`src/inc/port_irq_regs.svh`:
```
// Purpose: Offsets, field positions, reset values and counts for port irq.
// Assumes: 8-bit register port, byte offsets as printed.
// Notes: Definitions only.
`ifndef PORT_IRQ_REGS_SVH
`define PORT_IRQ_REGS_SVH
`define OFS_KEYSCAN_DATA 8'h00
`define OFS_PORT_MISC_CONTROL 8'h3a
`define OFS_EXTERNAL_REQUEST_FLAGS 8'h3b
`define OFS_IRQ_STATUS 8'h3c
`define OFS_IRQ_MASK 8'h3d
`define OFS_KEYSCAN_CTRL 8'h3e
`define RST_PORT_MISC_CONTROL 8'h80
`define BIT_DEBOUNCE_ENABLE 6
`define BIT_EDGE_POLARITY_SELECT 5
`define BIT_KEYSCAN_IRQ_FLAG 0
`define BIT_KEYSCAN_IRQ_ENABLE 1
`define DEBOUNCE_LF_CYCLES 512
`endif

```
`src/inc/port_irq_pkg.sv`:
```
// Purpose: Types shared by the port interrupt logic.
// Assumes: Nothing beyond the register header.
// Notes: Debounce state enumeration.
package port_irq_pkg;
  typedef enum logic [1:0] {DB_IDLE, DB_COUNT, DB_DONE} debounce_state_t;
endpackage : port_irq_pkg

```
`src/core/lf_edge_sync.sv`:
```
// Purpose: Two-flop synchroniser of the low-frequency clock with rise pulse.
// Assumes: LF clock much slower than CLOCK.
// Notes: First flop is read only by the second.
`timescale 1ns/1ns
module lf_edge_sync (
  input wire logic clk,
  input wire logic rst_n,
  input wire logic lf_in,
  output logic rise_pulse
);
  logic meta_reg;
  logic sync_reg;
  logic last_reg;

  // Synchronise then detect a rising edge
  always_ff @(posedge clk or negedge rst_n) begin
    if (!rst_n) begin
      meta_reg <= 1'b0;
      sync_reg <= 1'b0;
      last_reg <= 1'b0;
    end else begin
      meta_reg <= lf_in;
      sync_reg <= meta_reg;
      last_reg <= sync_reg;
    end
  end

  assign rise_pulse = sync_reg & ~last_reg;
endmodule : lf_edge_sync

```
`src/core/port_transition_and_edge_irq.sv`:
```
// Purpose: Keyboard-port transition interrupt and three edge interrupts.
// Assumes: Pins synchronous to CLOCK; LF oscillator sampled internally.
// Notes: Register port gives read data one cycle after the read strobe.
//
// Strobed register access is this design's own decision.
`timescale 1ns/1ns
`include "port_irq_regs.svh"

// Function
// Keyscan irq requested when port differs from latched reference.
// Each read of keyscan data latches the pins as new reference.
// Software inputs, reads, clears flag, enables, unmasks, rereads in ISR.
// Control bit 6 enables the debounce filter, zero bypasses it.
// Debounce starts only after the first transition is seen.
// Debounce needs 512 stable low-frequency clock cycles.
// With debounce, interrupt only after data settles stable.
// Port E bits 0 to 2 are three edge interrupt sources.
// Software sets those pins input and function bits to one first.
// Control bit 5 selects rising (1) or falling (0) edges.
// Request register bits 2..0 read one for occurred interrupts.
// Writing one clears a request bit, zero leaves it alone.
// Keyscan flag is sticky; forwarded only while its enable is set. IRQ still takes keyscan events via status bit 0 regardless of it.
module port_transition_and_edge_irq #(
  parameter int DEBOUNCE_CYCLES = `DEBOUNCE_LF_CYCLES
) (
  input wire logic CLOCK,
  input wire logic RST_N,
  input wire logic [7:0] ADDR,
  input wire logic [7:0] WDATA,
  input wire logic WR,
  input wire logic RD,
  output logic [7:0] RDATA,
  input wire logic [7:0] KEYSCAN_PORT_DATA,
  input wire logic [2:0] EDGE_IRQ_PINS,
  input wire logic LOW_FREQ_OSCILLATOR,
  output logic [2:0] PIN_FUNCTION_ENABLE,
  output logic PULL_ENABLE,
  output logic [1:0] CHIP_SELECT_MODE,
  output logic KEYSCAN_IRQ,
  output logic IRQ
);
  // Refuse counts that the 16-bit stability counter cannot serve
  if (DEBOUNCE_CYCLES < 2 || DEBOUNCE_CYCLES > 65535) begin : g_bad_count
    $error("DEBOUNCE_CYCLES out of range");
  end

  localparam logic [15:0] DB_LAST = 16'(DEBOUNCE_CYCLES - 1);

  logic [7:0] misc_reg;
  logic [7:0] reference_reg;
  logic [7:0] filtered_reg;
  logic [2:0] edge_prev_reg;
  logic [2:0] ext_req_reg;
  logic [1:0] ks_ctrl_reg;
  logic [1:0] status_reg;
  logic [1:0] mask_reg;
  logic [15:0] db_count_reg;
  logic [7:0] rdata_reg;
  port_irq_pkg::debounce_state_t db_state_reg;
  port_irq_pkg::debounce_state_t db_state_next;

  logic lf_tick;
  lf_edge_sync u_lf_sync (
    .clk(CLOCK),
    .rst_n(RST_N),
    .lf_in(LOW_FREQ_OSCILLATOR),
    .rise_pulse(lf_tick)
  );

  // Address decode
  wire sel_data = (ADDR == `OFS_KEYSCAN_DATA);
  wire sel_misc = (ADDR == `OFS_PORT_MISC_CONTROL);
  wire sel_external_request_flags = (ADDR == `OFS_EXTERNAL_REQUEST_FLAGS);
  wire sel_stat = (ADDR == `OFS_IRQ_STATUS);
  wire sel_mask = (ADDR == `OFS_IRQ_MASK);
  wire sel_kctl = (ADDR == `OFS_KEYSCAN_CTRL);
  wire ref_capture = RD & sel_data;
  wire wr_misc = WR & sel_misc;
  wire wr_external_request_flags = WR & sel_external_request_flags;
  wire wr_kctl = WR & sel_kctl;
  wire wr_mask = WR & sel_mask;
  wire rd_stat = RD & sel_stat;

  // Control fields
  wire debounce_enable = misc_reg[`BIT_DEBOUNCE_ENABLE];
  wire edge_polarity_select = misc_reg[`BIT_EDGE_POLARITY_SELECT];
  assign PIN_FUNCTION_ENABLE = misc_reg[2:0];
  assign PULL_ENABLE = misc_reg[7];
  assign CHIP_SELECT_MODE = misc_reg[4:3];

  // Transition compare, raw and after debounce
  wire raw_diff = (KEYSCAN_PORT_DATA != reference_reg);
  wire port_moved = (KEYSCAN_PORT_DATA != filtered_reg);
  wire db_settled = (db_state_reg == port_irq_pkg::DB_COUNT) & lf_tick &
    (db_count_reg == DB_LAST) & ~port_moved;
  wire filt_diff = db_settled & (KEYSCAN_PORT_DATA != reference_reg);
  wire ks_event = debounce_enable ? filt_diff : raw_diff;

  // Edge detection, polarity per control bit
  wire [2:0] rise = EDGE_IRQ_PINS & ~edge_prev_reg;
  wire [2:0] fall = ~EDGE_IRQ_PINS & edge_prev_reg;
  wire [2:0] edge_hit = edge_polarity_select ? rise : fall;

  // Debounce sequencer: idle until first transition
  always_comb begin
    db_state_next = db_state_reg;
    case (db_state_reg)
      port_irq_pkg::DB_IDLE: begin
        if (debounce_enable && raw_diff) begin
          db_state_next = port_irq_pkg::DB_COUNT;
        end
      end
      port_irq_pkg::DB_COUNT: begin
        if (!debounce_enable) begin
          db_state_next = port_irq_pkg::DB_IDLE;
        end else if (db_settled) begin
          db_state_next = port_irq_pkg::DB_DONE;
        end
      end
      port_irq_pkg::DB_DONE: begin
        if (!debounce_enable || ref_capture) begin
          db_state_next = port_irq_pkg::DB_IDLE;
        end
      end
      default: db_state_next = port_irq_pkg::DB_IDLE;
    endcase
  end

  // Debounce state, stability counter and filtered copy
  always_ff @(posedge CLOCK or negedge RST_N) begin
    if (!RST_N) begin
      db_state_reg <= port_irq_pkg::DB_IDLE;
      db_count_reg <= 16'h0000;
      filtered_reg <= 8'h00;
    end else begin
      db_state_reg <= db_state_next;
      // Leaving the count state clears the counter, so idle starts at zero
      if (db_state_reg != port_irq_pkg::DB_COUNT ||
        db_state_next != port_irq_pkg::DB_COUNT || port_moved) begin
        db_count_reg <= 16'h0000;
        filtered_reg <= KEYSCAN_PORT_DATA;
      end else if (lf_tick) begin
        db_count_reg <= db_count_reg + 16'h0001;
      end
    end
  end

  // Configuration registers
  always_ff @(posedge CLOCK or negedge RST_N) begin
    if (!RST_N) begin
      misc_reg <= `RST_PORT_MISC_CONTROL;
      mask_reg <= 2'b00;
      reference_reg <= 8'h00;
      edge_prev_reg <= 3'b000;
    end else begin
      if (wr_misc) misc_reg <= WDATA;
      if (wr_mask) mask_reg <= WDATA[1:0];
      if (ref_capture) reference_reg <= KEYSCAN_PORT_DATA;
      edge_prev_reg <= EDGE_IRQ_PINS;
    end
  end

  // Sticky request flags; a new event beats a same-cycle clear
  always_ff @(posedge CLOCK or negedge RST_N) begin
    if (!RST_N) begin
      ext_req_reg <= 3'b000;
      ks_ctrl_reg <= 2'b00;
    end else begin
      ext_req_reg <= (ext_req_reg & ~({3{wr_external_request_flags}} & WDATA[2:0]))
        | edge_hit;
      ks_ctrl_reg[`BIT_KEYSCAN_IRQ_ENABLE] <= wr_kctl ?
        WDATA[`BIT_KEYSCAN_IRQ_ENABLE] :
        ks_ctrl_reg[`BIT_KEYSCAN_IRQ_ENABLE];
      ks_ctrl_reg[`BIT_KEYSCAN_IRQ_FLAG] <= ks_event |
        (ks_ctrl_reg[`BIT_KEYSCAN_IRQ_FLAG] &
        ~(wr_kctl & WDATA[`BIT_KEYSCAN_IRQ_FLAG]));
    end
  end

  // Summary status: bit0 keyscan, bit1 any external; read clears
  wire [1:0] stat_set = {|edge_hit, ks_event};
  always_ff @(posedge CLOCK or negedge RST_N) begin
    if (!RST_N) begin
      status_reg <= 2'b00;
    end else begin
      status_reg <= (rd_stat ? 2'b00 : status_reg) | stat_set;
    end
  end

  // Read mux, data one cycle after the strobe
  wire [7:0] rd_mux =
    sel_data ? KEYSCAN_PORT_DATA :
    sel_misc ? misc_reg :
    sel_external_request_flags ? {5'b00000, ext_req_reg} :
    sel_stat ? {6'b000000, status_reg} :
    sel_mask ? {6'b000000, mask_reg} :
    sel_kctl ? {6'b000000, ks_ctrl_reg} : 8'h00;
  always_ff @(posedge CLOCK or negedge RST_N) begin
    if (!RST_N) begin
      rdata_reg <= 8'h00;
    end else begin
      rdata_reg <= RD ? rd_mux : 8'h00;
    end
  end
  assign RDATA = rdata_reg;

  // Interrupt outputs
  assign KEYSCAN_IRQ = ks_ctrl_reg[`BIT_KEYSCAN_IRQ_FLAG] &
    ks_ctrl_reg[`BIT_KEYSCAN_IRQ_ENABLE];
  assign IRQ = |(status_reg & mask_reg);

  // Assertions
  a_edge_sets_req: assert property (@(posedge CLOCK) disable iff (!RST_N)
    (edge_polarity_select && $rose(EDGE_IRQ_PINS[0])) |=>
    ext_req_reg[0]) else $error("rising edge lost");
  a_fall_sets_req: assert property (@(posedge CLOCK) disable iff (!RST_N)
    (!edge_polarity_select && $fell(EDGE_IRQ_PINS[1])) |=>
    ext_req_reg[1]) else $error("falling edge lost");
  a_clear_req: assert property (@(posedge CLOCK) disable iff (!RST_N)
    (wr_external_request_flags && WDATA[2] && edge_hit[2] == 1'b0) |=> !ext_req_reg[2])
    else $error("request not cleared");
  a_zero_keeps: assert property (@(posedge CLOCK) disable iff (!RST_N)
    (wr_external_request_flags && !WDATA[0] && ext_req_reg[0]) |=> ext_req_reg[0])
    else $error("zero write cleared");
  a_external_request_flags_read: assert property (@(posedge CLOCK) disable iff (!RST_N)
    (RD && sel_external_request_flags) |=> RDATA == {5'b00000, $past(ext_req_reg)})
    else $error("request readback wrong");
  a_ref_latch: assert property (@(posedge CLOCK) disable iff (!RST_N)
    ref_capture |=> reference_reg == $past(KEYSCAN_PORT_DATA))
    else $error("reference not latched");
  a_raw_flag: assert property (@(posedge CLOCK) disable iff (!RST_N)
    (!debounce_enable && raw_diff) |=> ks_ctrl_reg[0])
    else $error("transition flag missing");
  a_db_idle: assert property (@(posedge CLOCK) disable iff (!RST_N)
    (db_state_reg == port_irq_pkg::DB_IDLE) |-> db_count_reg == 16'h0000)
    else $error("debounce ran early");
  a_db_hold: assert property (@(posedge CLOCK) disable iff (!RST_N)
    (debounce_enable && !ks_ctrl_reg[0] && !db_settled &&
    !(wr_kctl && WDATA[0])) |=> !ks_ctrl_reg[0])
    else $error("unsettled irq");
  a_db_count: assert property (@(posedge CLOCK) disable iff (!RST_N)
    db_count_reg <= DB_LAST)
    else $error("settle count overran");
  a_ks_gate: assert property (@(posedge CLOCK) disable iff (!RST_N)
    (wr_kctl && !WDATA[1]) |=> !KEYSCAN_IRQ)
    else $error("ungated keyscan irq");
  // Read data stand only in the cycle after a read strobe
  a_rdata_idle: assert property (@(posedge CLOCK) disable iff (!RST_N)
    !RD |=> RDATA == 8'h00)
    else $error("read data outside read cycle");
  // Keyscan flag holds until software clears it
  a_ks_sticky: assert property (@(posedge CLOCK) disable iff (!RST_N)
    (ks_ctrl_reg[0] && !(wr_kctl && WDATA[0])) |=> ks_ctrl_reg[0])
    else $error("keyscan flag dropped");
  // Status read clears when no event lands at once
  a_stat_clear: assert property (@(posedge CLOCK) disable iff (!RST_N)
    (rd_stat && stat_set == 2'b00) |=> status_reg == 2'b00)
    else $error("status not cleared");
  // A port change while counting restarts the stability count
  a_port_restart: assert property (@(posedge CLOCK) disable iff (!RST_N)
    (db_state_reg == port_irq_pkg::DB_COUNT && port_moved) |=>
    db_count_reg == 16'h0000)
    else $error("count not restarted");
  // Settled data that differs from the reference raises the flag
  a_settle_flag: assert property (@(posedge CLOCK) disable iff (!RST_N)
    (debounce_enable && db_settled &&
    KEYSCAN_PORT_DATA != reference_reg) |=> ks_ctrl_reg[0])
    else $error("settled change lost");
  // First transition starts the filter
  a_db_start: assert property (@(posedge CLOCK) disable iff (!RST_N)
    (db_state_reg == port_irq_pkg::DB_IDLE && debounce_enable &&
    raw_diff) |=> db_state_reg == port_irq_pkg::DB_COUNT)
    else $error("filter did not start");
  // Rising polarity ignores falling edges
  a_no_fall_req: assert property (@(posedge CLOCK) disable iff (!RST_N)
    (edge_polarity_select && !$rose(EDGE_IRQ_PINS[2]) &&
    !ext_req_reg[2]) |=> !ext_req_reg[2])
    else $error("wrong edge set request");
  a_dbn_bit: assert property (@(posedge CLOCK) disable iff (!RST_N)
    wr_misc |=> debounce_enable == $past(WDATA[6]))
    else $error("debounce bit wrong");
endmodule : port_transition_and_edge_irq

```
`config.mk`:
```
export PLATFORM = sky130hd
export DESIGN_NAME = port_transition_and_edge_irq
export DESIGN_NICKNAME = d
export VERILOG_FILES = /design/src/inc/port_irq_pkg.sv /design/src/core/lf_edge_sync.sv /design/src/core/port_transition_and_edge_irq.sv
export VERILOG_INCLUDE_DIRS = /design/src /design/src/inc
export SDC_FILE = /design/constraint.sdc
export NUM_CORES = 1
export LEC_CHECK = 0
export ABC_CLOCK_PERIOD_IN_PS = 2000
export BUFFER_PORTS_ARGS = -buffer_cell sky130_fd_sc_hd__buf_2
export CAP_MARGIN = 5
export CORE_ASPECT_RATIO = 1.25
export CORE_MARGIN = 5
export CORE_UTILIZATION = 50
export DETAILED_ROUTE_END_ITERATION = 8
export GPL_TIMING_DRIVEN = 0
export PLACE_DENSITY = 0.71
export SYNTH_ARGS = -nofsm -noshare
export SYNTH_HDL_FRONTEND = slang
export SYNTH_SLANG_ARGS = --single-unit
```
`constraint.sdc`:
```
create_clock -name CLOCK -period 2 [get_ports CLOCK]
set_input_delay 0.4 -clock CLOCK [delete_from_list [all_inputs] [get_ports CLOCK]]
set_output_delay 0.4 -clock CLOCK [all_outputs]
set_load 0.01 [all_outputs]
```
# Word level (Yosys, flattened, before mapping)
# Index checks and enable logic that the tools add are counted.
dict set report op_classes {
  add_sub_neg 1
  bitwise 28
  n_eq_ne 12
  reduce_logical 10
  mux 17
}
# cell n
set op_table {}
lappend op_table {{8-bit by 6-bit == test with 1-bit output, second input constant} 5}
lappend op_table {{16-bit 2-to-1 mux} 2}
lappend op_table {{8-bit 2-to-1 mux} 3}
lappend op_table {{16-bit by 1-bit adder with 16-bit output, second input constant} 1}
lappend op_table {{16-bit by 9-bit == test with 1-bit output, second input constant} 1}
lappend op_table {{2-bit 2-to-1 mux} 8}
lappend op_table {{8-bit != test} 2}
lappend op_table {{1-bit bitwise AND} 14}
lappend op_table {{3-bit bitwise AND} 4}
lappend op_table {{3-bit NOT} 3}
lappend op_table {{8-bit zero test} 1}
lappend op_table {{3-bit 2-to-1 mux} 2}
lappend op_table {{2-bit one-hot mux with 3 select lines} 1}
lappend op_table {{2-bit by 1-bit != test with 1-bit output, second input constant} 2}
lappend op_table {{1-bit logical OR} 3}
lappend op_table {{1-bit NOT} 3}
lappend op_table {{3-bit bitwise OR} 1}
lappend op_table {{3-bit OR reduction} 1}
lappend op_table {{2-bit bitwise AND} 1}
lappend op_table {{2-bit by 1-bit == test with 1-bit output, second input constant} 1}
lappend op_table {{2-bit == test, second input constant} 1}
lappend op_table {{2-bit zero test} 1}
lappend op_table {{2-bit bitwise OR} 1}
lappend op_table {{2-bit nonzero test} 1}
lappend op_table {{other kinds (5)} 5}
dict set report word_totals {
  inputBits 32
  wordCells 83
  out_inout_bits 16
  ff_bits 65
}

# Longest topological paths before layout
# Gate-level depths: netlist (run 1).
dict set report logic_depth {
  word_depth 12
  mapped_depth 7
  mapped_depth_nobuf 6
}

# Cells and area by module
# A second synthesis (run 1) with hierarchy kept.
dict set report unflattened {
  hier_cells 299
  hier_area_um2 3221.8
}
# module seq_area_each_um2 cells_each area_each_um2 instances
set modules_own_cells {}
lappend modules_own_cells {port_transition_and_edge_irq 1552.7 295 3133.0 1}
lappend modules_own_cells {lf_edge_sync 75.1 4 88.8 1}

# Least setup slack after synthesis (run 1)
# No wires, ideal clock.
dict set report synth_timing {
  path_type {input to register}
  startpoint {in ADDR[0]}
  endpoint {reg reference_reg[6]}
  arrival_time_ns 1.587
  slack_ns 0.296
  stages 6
  cell_sequence {buf_2 -> or4_4 -> nor2_2 -> nand2_1 -> nand2_1 -> nand2_1}
}
dict set report synth_via {
  elab_chain_len 2
}
# element line
set synth_lines {}
lappend synth_lines {{start, declared} port_transition_and_edge_irq.sv:28} ;# input wire logic [7:0] ADDR,
lappend synth_lines {{8-bit zero test (no source line)} -}
lappend synth_lines {{1-bit bitwise AND} port_transition_and_edge_irq.sv:77} ;# wire ref_capture = RD & sel_data;
lappend synth_lines {{end signal, assigned} port_transition_and_edge_irq.sv:153} ;# reference_reg <= 8'h00;
lappend synth_lines {{end signal, assigned} port_transition_and_edge_irq.sv:158} ;# if (ref_capture) reference_reg <= KEYSCAN_PORT_DATA;
lappend synth_lines {{end, declared} port_transition_and_edge_irq.sv:50} ;# logic [7:0] reference_reg;
# Every way passes these cells.
# A chain may end at the register's enable or synchronous reset.

# Worst setup path after layout (run 1)
dict set report layout_timing {
  startpoint {reg db_count_reg[0]}
  endpoint {reg db_count_reg[6]}
}
dict set report layout_via {
  elab_chain_len 10
  word_cells_on_any_way 13
  cone_classes {1 x add/sub; 2 x eq/ne; 5 x mux; 2 x bitwise; 3 x reduce/logical}
}
# element line
set layout_lines {}
lappend layout_lines {{start, declared} port_transition_and_edge_irq.sv:57} ;# logic [15:0] db_count_reg;
lappend layout_lines {{start signal, assigned} port_transition_and_edge_irq.sv:143} ;# db_count_reg <= db_count_reg + 16'h0001;
lappend layout_lines {{16-bit by 9-bit == test with 1-bit output} port_transition_and_edge_irq.sv:95} ;# (db_count_reg == DB_LAST) & ~port_moved;
lappend layout_lines {{1-bit bitwise AND} port_transition_and_edge_irq.sv:94} ;# wire db_settled = (db_state_reg == port_irq_pkg::DB_COUNT) & lf_tick &
lappend layout_lines {{1-bit bitwise AND} port_transition_and_edge_irq.sv:95}
lappend layout_lines {{2-bit 2-to-1 mux} port_transition_and_edge_irq.sv:116} ;# end else if (db_settled) begin
lappend layout_lines {{2-bit 2-to-1 mux} port_transition_and_edge_irq.sv:114} ;# if (!debounce_enable) begin
lappend layout_lines {{2-bit one-hot mux with 3 select lines} port_transition_and_edge_irq.sv:107} ;# case (db_state_reg)
lappend layout_lines {{2-bit by 1-bit != test with 1-bit output} port_transition_and_edge_irq.sv:139} ;# db_state_next != port_irq_pkg::DB_COUNT || port_moved) begin
lappend layout_lines {{1-bit logical OR} port_transition_and_edge_irq.sv:138} ;# if (db_state_reg != port_irq_pkg::DB_COUNT ||
lappend layout_lines {{1-bit logical OR} port_transition_and_edge_irq.sv:139}
lappend layout_lines {{16-bit 2-to-1 mux or 2-bit nonzero test (tied branches)} -}
# Several ways; a longest one is shown, not always the timed one. The select of a mux whose other input is x is not followed.

==> results of run 1 <==
-- cells by family after synthesis --
family / after synthesis / synth area share [%]
buffers and inverters: 27 / 4.53
adders and majority gates: 1 / 0.394
muxes: 13 / 4.57
AOI/OAI and AO/OA: 30 / 8.12
xor gates and xnor gates: 31 / 8.55
and+or+nand+nor: 121 / 22.6
DFF: 65 / 51.3
-- power by group --
group	internal, W	total [W]	switching (W)	leakage (nW)
clock	0.000865	0.00139	0.000526	0.119
combinational	0.0000906	0.000210	0.000119	0.739
sequential	0.00135	0.00137	0.0000217	0.837
total	0.00231	0.00297	0.000666	1.70
-- cell type report --
type	count	area [um^2]	share of cell area (%)
Clock buffer	10	138	3.64
Tap cell	85	106	2.81
Clock inverter	6	114	3.01
Inverter	8	30.0	0.794
Multi-Input combinational cell	196	1410	37.3
Sequential cell	65	1630	43.1
Buffer	19	118	3.11
Timing Repair Buffer	46	238	6.29
-- metal layers --
layer | vias to the layer above | share of wire [%]
met4 | 0 | 2.8
met2 | 52 | 50
met5 | - | 0
met1 | 1095 | 43
met3 | 13 | 4.6
li1 | 1096 | -
-- cells in the final DEF (no fill, tap or decap), drive strengths merged, types with 7 or more instances in the layout --
cell and instances:
dfrtp 64, inv 9, buf 56, nand3 8, nor2 26, xnor2 18
nand2b 7, clkbuf 18, mux2 12, xor2 13, nor4 7, nor3 7
nand2 36
-- worst max path at each step --
stage / start / end / cells past startpoint
final: db_count_reg[0] / db_count_reg[6] / 7
after global routing: db_count_reg[0] / db_count_reg[9] / 7
after CTS: u_lf_sync.last_reg / db_count_reg[7] / 6
after detailed placement: ADDR[6] / ext_req_reg[1] / 6
after global placement: KEYSCAN_PORT_DATA[7] / db_count_reg[10] / 7
after floorplan: ADDR[0] / reference_reg[6] / 6
-- stage by stage --
step	total power [W]	hold WS, ns
global route	0.00309	0.146
global placement	0.00160	0.336
CTS	0.00301	0.143
floorplan	0.00150	0.104
detailed placement	0.00161	0.337
finish	0.00297	0.139
-- cell usage after synthesis (4+ instances only) --
master,number
a22o_1,4
nand4_1,4
xor2_1,13
mux2_2,12
nor3_1,5
nor3b_1,5
nor2_1,15
nor2_2,10
inv_1,8
buf_4,5
o21ai_0,4
nand2_1,36
nor4_1,4
xnor2_1,18
nand3b_1,4
clkbuf_1,8
dfrtp_1,64
nand2b_1,7
nand3_1,8
-- what timing repair did --
item,CTS,global route
buffers inserted,0,2
hold buffers,0,0
endpoints found under the setup margin,0,10
resized for setup,0,2
==> flow_metrics.py, run 1 <==
metrics = {
    "status": {
        "status": "finished clean",
    },
    "layout": {
        "fill_cells": 550,
        "fin_area_mm2": 0.00378,
        "largest_reg_flops": 16,
        "nets": 378,
        "syn_to_final_growth_pct": 19.1,
        "finish.utilization_pct": 61.3,
        "fin_cells": 435,
        "drive_gt1_share_pct": 32.0,
        "insertedDiodeCount": 0,
    },
    "yosys": {
        "synth_nets": 321,
        "async_flop_share_pct": 100,
        "synthCells": 288,
        "synth_top_area_cell": "dfrtp_1",
        "synth_top_area_share_pct": 50.4,
        "synth_edf_count": 0,
        "synth_sequential_area_ratio_pct": 51.3,
        "synth_area_leaders": "dfrtp_1 50%, xnor2_1 5.0%, nand2_1 4.3%, mux2_2 4.3%, xor2_1 3.6%",
        "synthFlopType": "dfrtp_1",
        "synth-seq-cells": 65,
        "synth_cell_type_count": 56,
        "synth_area_per_cell_um2": 11.0,
        "synth_warnings": 0,
        "syn_area_mm2": 0.00318,
    },
    "critical_path": {
        "arrival_ns": 2.11,
        "cp_slowest_stage_delay_ns": 0.43,
        "rr_worst_depth": 7,
        "worstSetupStartpointType": "flop",
        "cp_data_required_time_ns": 2.24,
        "worstPathMaxFanout": 10,
        "path_cells": "ha_1 > nand2_1 > nor4_4 > a31oi_2 > o21ai_4 > buf_8 > nor2_2",
        "reg2reg_slack_ns": 0.13,
        "critPathKind": "reg -> reg",
        "end_kind": "flop",
        "regToRegEndpoint": "db_count_reg[6]",
        "cp_num_buf_inv": 1,
        "slowest_stage": "nor4_4",
        "r2r_start": "db_count_reg[0]",
        "cpLargestDelayFamily": "simple AND/OR/NAND/NOR gates",
    },
    "sta": {
        "hold_viol_final": 0,
        "setup_violations": 0,
        "fin_setup_tns_ns": 0,
        "relSlewSlack_pct": 45.2,
        "timing.final.ws_setup_ns": 0.131,
        "fmax_mhz": 535,
        "worst_slew_pin_slew_ns": 0.823,
        "fin_crit_sh_pct": 93.4,
        "skew_ns": 0.00827,
        "drv_slew": 0,
        "period_needed_ns": 1.87,
    },
    "detailed_routing": {
        "routedWlPerCell_um": 14.3,
        "drc": 0,
        "vias_per_cell": 5.19,
        "routed_wl_um": 6220,
        "dr_total_vias": 2256,
        "drt_iter0_drc": 72,
        "drt_pass1_iterations": 4,
        "ant_nets": 0,
    },
    "floorplan": {
        "core-area_mm2": 0.00617,
        "die_area_mm2": 0.00805,
        "fp.dieW_um": 81.3,
        "initial_core_util_pct": 51.5,
        "rows": 32,
        "pin_count": 48,
        "die_h_um": 99.1,
    },
    "global_routing": {
        "grt_util_met1_pct": 21.9,
        "antenna_found_initial": 0,
        "grtUsageMet2_pct": 27.4,
        "grt.met3_usage_pct": 3.89,
        "grt-busiest-layer": "met2",
        "grt_max_degree": 66,
        "grt_pass1_vias": 2306,
        "grt.overflow.total": 0,
        "track_usage_pct": 17.4,
        "grt_pass1_wl_um": 10800,
    },
    "placement": {
        "hpwl_um": 4520,
        "place_inst": 417,
        "place_ws_ns": -0.00714,
        "gp_congestion": 0.774,
        "port_buffers": 44,
        "dpl_cell_area_mm2": 0.00350,
    },
    "power_and_ir_drop": {
        "ir_drop_uv": 534,
        "power_density_mw_per_mm2": 786,
        "power.leakage_nw": 1.70,
    },
    "clock_tree": {
        "cts_tree": "done",
        "cts_buffer_depth": 2,
        "clk_pin_slew_ns": 0.07,
        "cts-root-buf": "clkbuf_8",
        "clk_latency_ns": 0.35,
        "htreeDepth": 3,
        "numCtsBuffers": 9,
        "cts.sinks": 65,
    },
    "flow_run": {
        "maxCapViolations": 0,
    },
    "worst_hold_path": {
        "hold_class": "in -> async",
    },
}
No activity file was read; power rests on OpenSTA's default activity.
==> run 2, diff against run 1 <==
CORE_UTILIZATION = 49   (was 50)
PLACE_DENSITY = 0.7   (was 0.71)
==> flow_metrics.py, run 2 (synthesis results as in run 1) <==
metrics = {
    "status": {
        "status": "finished clean",
    },
    "clock_tree": {
        "hold_buffers": 0,
        "cts.repair.resized": 0,
        "cts-root-buf": "clkbuf_8",
        "cts_tree": "done",
        "cts_buffer_depth": 2,
        "clk_latency_ns": 0.35,
        "htreeDepth": 3,
        "cts.sinks": 65,
        "numCtsBuffers": 9,
        "cts_setup_buffers": 0,
        "clk_pin_slew_ns": 0.07,
    },
    "layout": {
        "regArea_mm2": 0.00163,
        "nets": 378,
        "finish.utilization_pct": 59.8,
        "multi_input_area_mm2": 0.00140,
        "final_cell_mix": "64 x dfrtp_1, 46 x buf_2, 36 x nand2_1, 18 x xnor2_1, 15 x nor2_1",
        "fill_cells": 558,
        "largest_reg_flops": 16,
        "layout_commonest_cell": "dfrtp_1",
        "drive_gt1_share_pct": 31.7,
        "insertedDiodeCount": 0,
        "fin_area_mm2": 0.00373,
        "syn_to_final_growth_pct": 17.6,
    },
    "floorplan": {
        "fp.dieW_um": 82.0,
        "die_h_um": 100,
        "pin_count": 48,
        "initial_core_util_pct": 50.8,
        "rows": 32,
        "core-area_mm2": 0.00625,
        "die_area_mm2": 0.00820,
    },
    "sta": {
        "period_needed_ns": 1.82,
        "relSlewSlack_pct": 45.2,
        "hold_ws_ns": 0.148,
        "rsz0062_at_grt": "false",
        "drv_slew": 0,
        "setup_violations": 0,
        "skew_ns": 0.0119,
        "timing.final.ws_setup_ns": 0.183,
        "worst_slew_pin_slew_ns": 0.822,
        "fin_crit_sh_pct": 90.8,
        "fmax_mhz": 550,
        "hold_viol_final": 0,
        "fin_setup_tns_ns": 0,
    },
    "placement": {
        "gp_congestion": 0.761,
        "port_buffers": 44,
        "place_ws_ns": -0.0436,
        "dpl_cell_area_mm2": 0.00350,
        "hpwl_um": 4730,
    },
    "flow_run": {
        "maxCapViolations": 0,
    },
    "global_routing": {
        "grt_pass1_wl_um": 11200,
        "grt_pass1_vias": 2291,
        "antenna_found_initial": 0,
        "grt_max_degree": 66,
        "grt.overflow.total": 0,
        "track_usage_pct": 17.8,
    },
    "power_and_ir_drop": {
        "power_density_mw_per_mm2": 743,
        "power.leakage_nw": 1.68,
        "ir_drop_uv": 366,
    },
    "critical_path": {
        "cp_data_required_time_ns": 2.23,
        "worstSetupStartpointType": "flop",
        "arrival_ns": 2.05,
        "startpoint": "u_lf_sync.last_reg",
        "r2r_start": "u_lf_sync.last_reg",
        "worstPathMaxFanout": 10,
        "critPathKind": "reg -> reg",
        "end_kind": "flop",
    },
    "detailed_routing": {
        "drt_iter0_drc": 71,
        "routed_wl_um": 6310,
        "drt_pass1_iterations": 4,
        "drc": 0,
        "dr_total_vias": 2247,
        "routedWlPerCell_um": 14.5,
        "ant_nets": 0,
        "vias_per_cell": 5.17,
    },
    "worst_hold_path": {
        "hold_class": "in -> async",
    },
}
==> run 2: cell count changes in the layout (fill, tap and decap cells not counted), sizes merged <==
cell,change
bufinv,-2
clkinv,+1
inv,-1
clkbuf,+2
==> run 2: area by class of cell <==
type,count,area share (%)
well taps,85,2.85
flip-flops and latches,65,43.6
clock inverters,4,1.34
repair buffers,46,6.37
clock buffers,12,4.42
multi-input cells,196,37.6
plain buffers,19,3.05
inverters,8,0.804
==> run 2: final timing paths <==
path                            slack (ns)            endpoint  cells past startpoint
worst min register to register        0.35  u_lf_sync.sync_reg                      0
worst max-delay path                  0.18     db_count_reg[9]                      6
worst max register to register        0.18     db_count_reg[9]                      6
worst min-delay path                  0.15      ks_ctrl_reg[1]                      1
max in group asynchronous             1.31     db_count_reg[0]                      1
min in group CLOCK                    0.16  u_lf_sync.meta_reg                      1
==> run 2: routing by layer <==
metal  track usage (%)  part of all wire [%]  vias to the layer above  wire (um)
met5                 0                     0                        -          0
met4              8.06                   2.1                        0        131
met3              3.32                   4.5                       11        284
met2              28.9                    52                       50       3250
met1              22.7                    42                     1087       2640
li1                  -                     -                     1099          -
==> run 2: critical path, cell delays in order, from the launching register on <==
cell and delay (ns):
dfrtp_1 0.37, nand3b_1 0.23, nor4_4 0.39, a31oi_1 0.18, o21ai_4 0.25, buf_6 0.22, nor2_2 0.05
==> run 2: metrics by stage <==
stage,total power [W],instances
after detailed placement,0.00161,417
after floorplan,0.00150,288
after CTS,0.00280,433
after global routing,0.00288,435
final,0.00277,435
after global placement,0.00160,417
==> run 2: where the power goes <==
part,internal [W],switching [W]
clock,0.000676,0.000519
combinational,0.0000906,0.000119
sequential,0.00135,0.0000214
total,0.00212,0.000659
==> run 3, diff against run 2 <==
PLACE_DENSITY = unset   (was 0.7)
PLACE_DENSITY_LB_ADDON = 0.25   (was unset)
==> flow_metrics.py, run 3 (synthesis results as in run 1) <==
metrics = {
    "status": {
        "status": "finished clean",
    },
    "sta": {
        "setup_violations": 0,
        "timing.final.ws_setup_ns": 0.162,
        "fin_crit_sh_pct": 91.9,
        "drv_slew": 0,
        "hold_ws_ns": 0.161,
        "fmax_mhz": 544,
        "fin_setup_tns_ns": 0,
        "skew_ns": 0.00986,
        "period_needed_ns": 1.84,
        "worst_slew_pin_slew_ns": 0.803,
        "relSlewSlack_pct": 46.4,
        "hold_viol_final": 0,
    },
    "critical_path": {
        "worstPathMaxFanout": 10,
        "cp_slowest_stage_delay_ns": 0.39,
        "startpoint": "db_count_reg[0]",
        "r2r_start": "db_count_reg[0]",
        "end_kind": "flop",
        "worstSetupStartpointType": "flop",
        "cp_data_required_time_ns": 2.22,
        "slowest_stage": "dfrtp_1",
        "critPathKind": "reg -> reg",
        "arrival_ns": 2.06,
        "path_cells": "ha_1 > nand2_1 > nor4_4 > a31oi_1 > o21ai_4 > buf_6 > nor2_2",
    },
    "clock_tree": {
        "cts_buffer_depth": 2,
        "clk_pin_slew_ns": 0.07,
        "cts.sinks": 65,
        "cts.repair.resized": 0,
        "clk_latency_ns": 0.34,
        "cts_tree": "done",
        "htreeDepth": 3,
        "hold_buffers": 0,
        "cts_setup_buffers": 0,
        "cts-root-buf": "clkbuf_8",
        "numCtsBuffers": 9,
    },
    "floorplan": {
        "fp.dieW_um": 82.0,
        "die_area_mm2": 0.00820,
        "pin_count": 48,
        "core-area_mm2": 0.00625,
        "rows": 32,
        "initial_core_util_pct": 50.8,
        "die_h_um": 100,
    },
    "detailed_routing": {
        "drc": 0,
        "dr_total_vias": 2268,
        "vias_per_cell": 5.18,
        "routedWlPerCell_um": 15.0,
        "ant_nets": 0,
        "drt_pass1_iterations": 5,
        "routed_wl_um": 6580,
        "drt_iter0_drc": 98,
    },
    "placement": {
        "place_ws_ns": -0.0609,
        "place_inst": 417,
        "gp_congestion": 0.843,
        "port_buffers": 44,
        "hpwl_um": 4820,
    },
    "global_routing": {
        "grt_pass1_wl_um": 11200,
        "antenna_found_initial": 0,
        "track_usage_pct": 17.9,
        "grt_pass1_vias": 2364,
        "grt_max_degree": 66,
        "grt.overflow.total": 0,
    },
    "layout": {
        "largest_reg_flops": 16,
        "drive_gt1_share_pct": 32.0,
        "final_cell_mix": "64 x dfrtp_1, 46 x buf_2, 36 x nand2_1, 18 x xnor2_1, 15 x nor2_1",
        "syn_to_final_growth_pct": 19.2,
        "multi_input_area_mm2": 0.00140,
        "fill_cells": 570,
        "insertedDiodeCount": 0,
        "layout_commonest_cell": "dfrtp_1",
        "regArea_mm2": 0.00163,
        "fin_cells": 438,
        "nets": 381,
    },
    "power_and_ir_drop": {
        "power_density_mw_per_mm2": 776,
        "power.leakage_nw": 1.71,
        "ir_drop_uv": 522,
    },
    "flow_run": {
        "maxCapViolations": 0,
    },
    "worst_hold_path": {
        "hold_class": "in -> async",
    },
}
## run 3: cell count changes in the layout (fill, tap and decap cells not counted)
cell        change
bufinv_16       +2
buf_4           +3
clkbuf_8        -2
clkbuf_1        +1
clkinvlp_4      -1
## run 3: worst max-delay path: cells and delay by family, from the launching register on
family                     cells  cell delay, ns
AOI/OAI and AO/OA              2            0.42
adders and majority gates      1            0.18
buffers and inverters          1            0.20
DFF                            1            0.39
and+or+nand+nor                3            0.54
## run 3: power by group
part	total (W)	leakage [nW]	switching, W	internal (W)
registers	0.00137	0.837	0.0000211	0.00135
logic	0.000212	0.751	0.000121	0.0000907
clock network	0.00136	0.120	0.000498	0.000860
total	0.00294	1.71	0.000640	0.00230
## run 3: metrics by stage
stage / util [%] / instance area, um^2 / power (W)
floorplan: - / 3180 / 0.00150
global placement: 56.1 / 3500 / 0.00161
detailed placement: 56.1 / 3500 / 0.00161
CTS: 60.0 / 3750 / 0.00297
global route: 60.6 / 3790 / 0.00305
finish: 60.6 / 3790 / 0.00294
## run 3: layout make-up
type | count | share of cell area, %
buffer | 19 | 3.01
clock buffer | 11 | 3.73
clock inverter | 5 | 2.71
tap | 85 | 2.81
multi-input combinational | 196 | 37.1
sequential | 65 | 43.0
timing repair buffer | 49 | 6.87
inverter | 8 | 0.793
## run 3: per-layer routing
layer / GRT usage, % / share of wire [%]
met3: 4.31 / 3.2
met2: 31.8 / 56
met4: 6.65 / 1.7
met5: 0 / 0
met1: 20.5 / 39
## run 3: path summary, 6_finish.rpt
check | to | slack, ns | cells after the start
worst max-delay path | db_count_reg[11] | 0.16 | 7
worst min-delay path | db_count_reg[5] | 0.16 | 1
worst max register to register | db_count_reg[11] | 0.16 | 7
worst min register to register | u_lf_sync.sync_reg | 0.35 | 0
max in group asynchronous | ext_req_reg[1] | 1.33 | 1
min in group CLOCK | u_lf_sync.meta_reg | 0.16 | 1
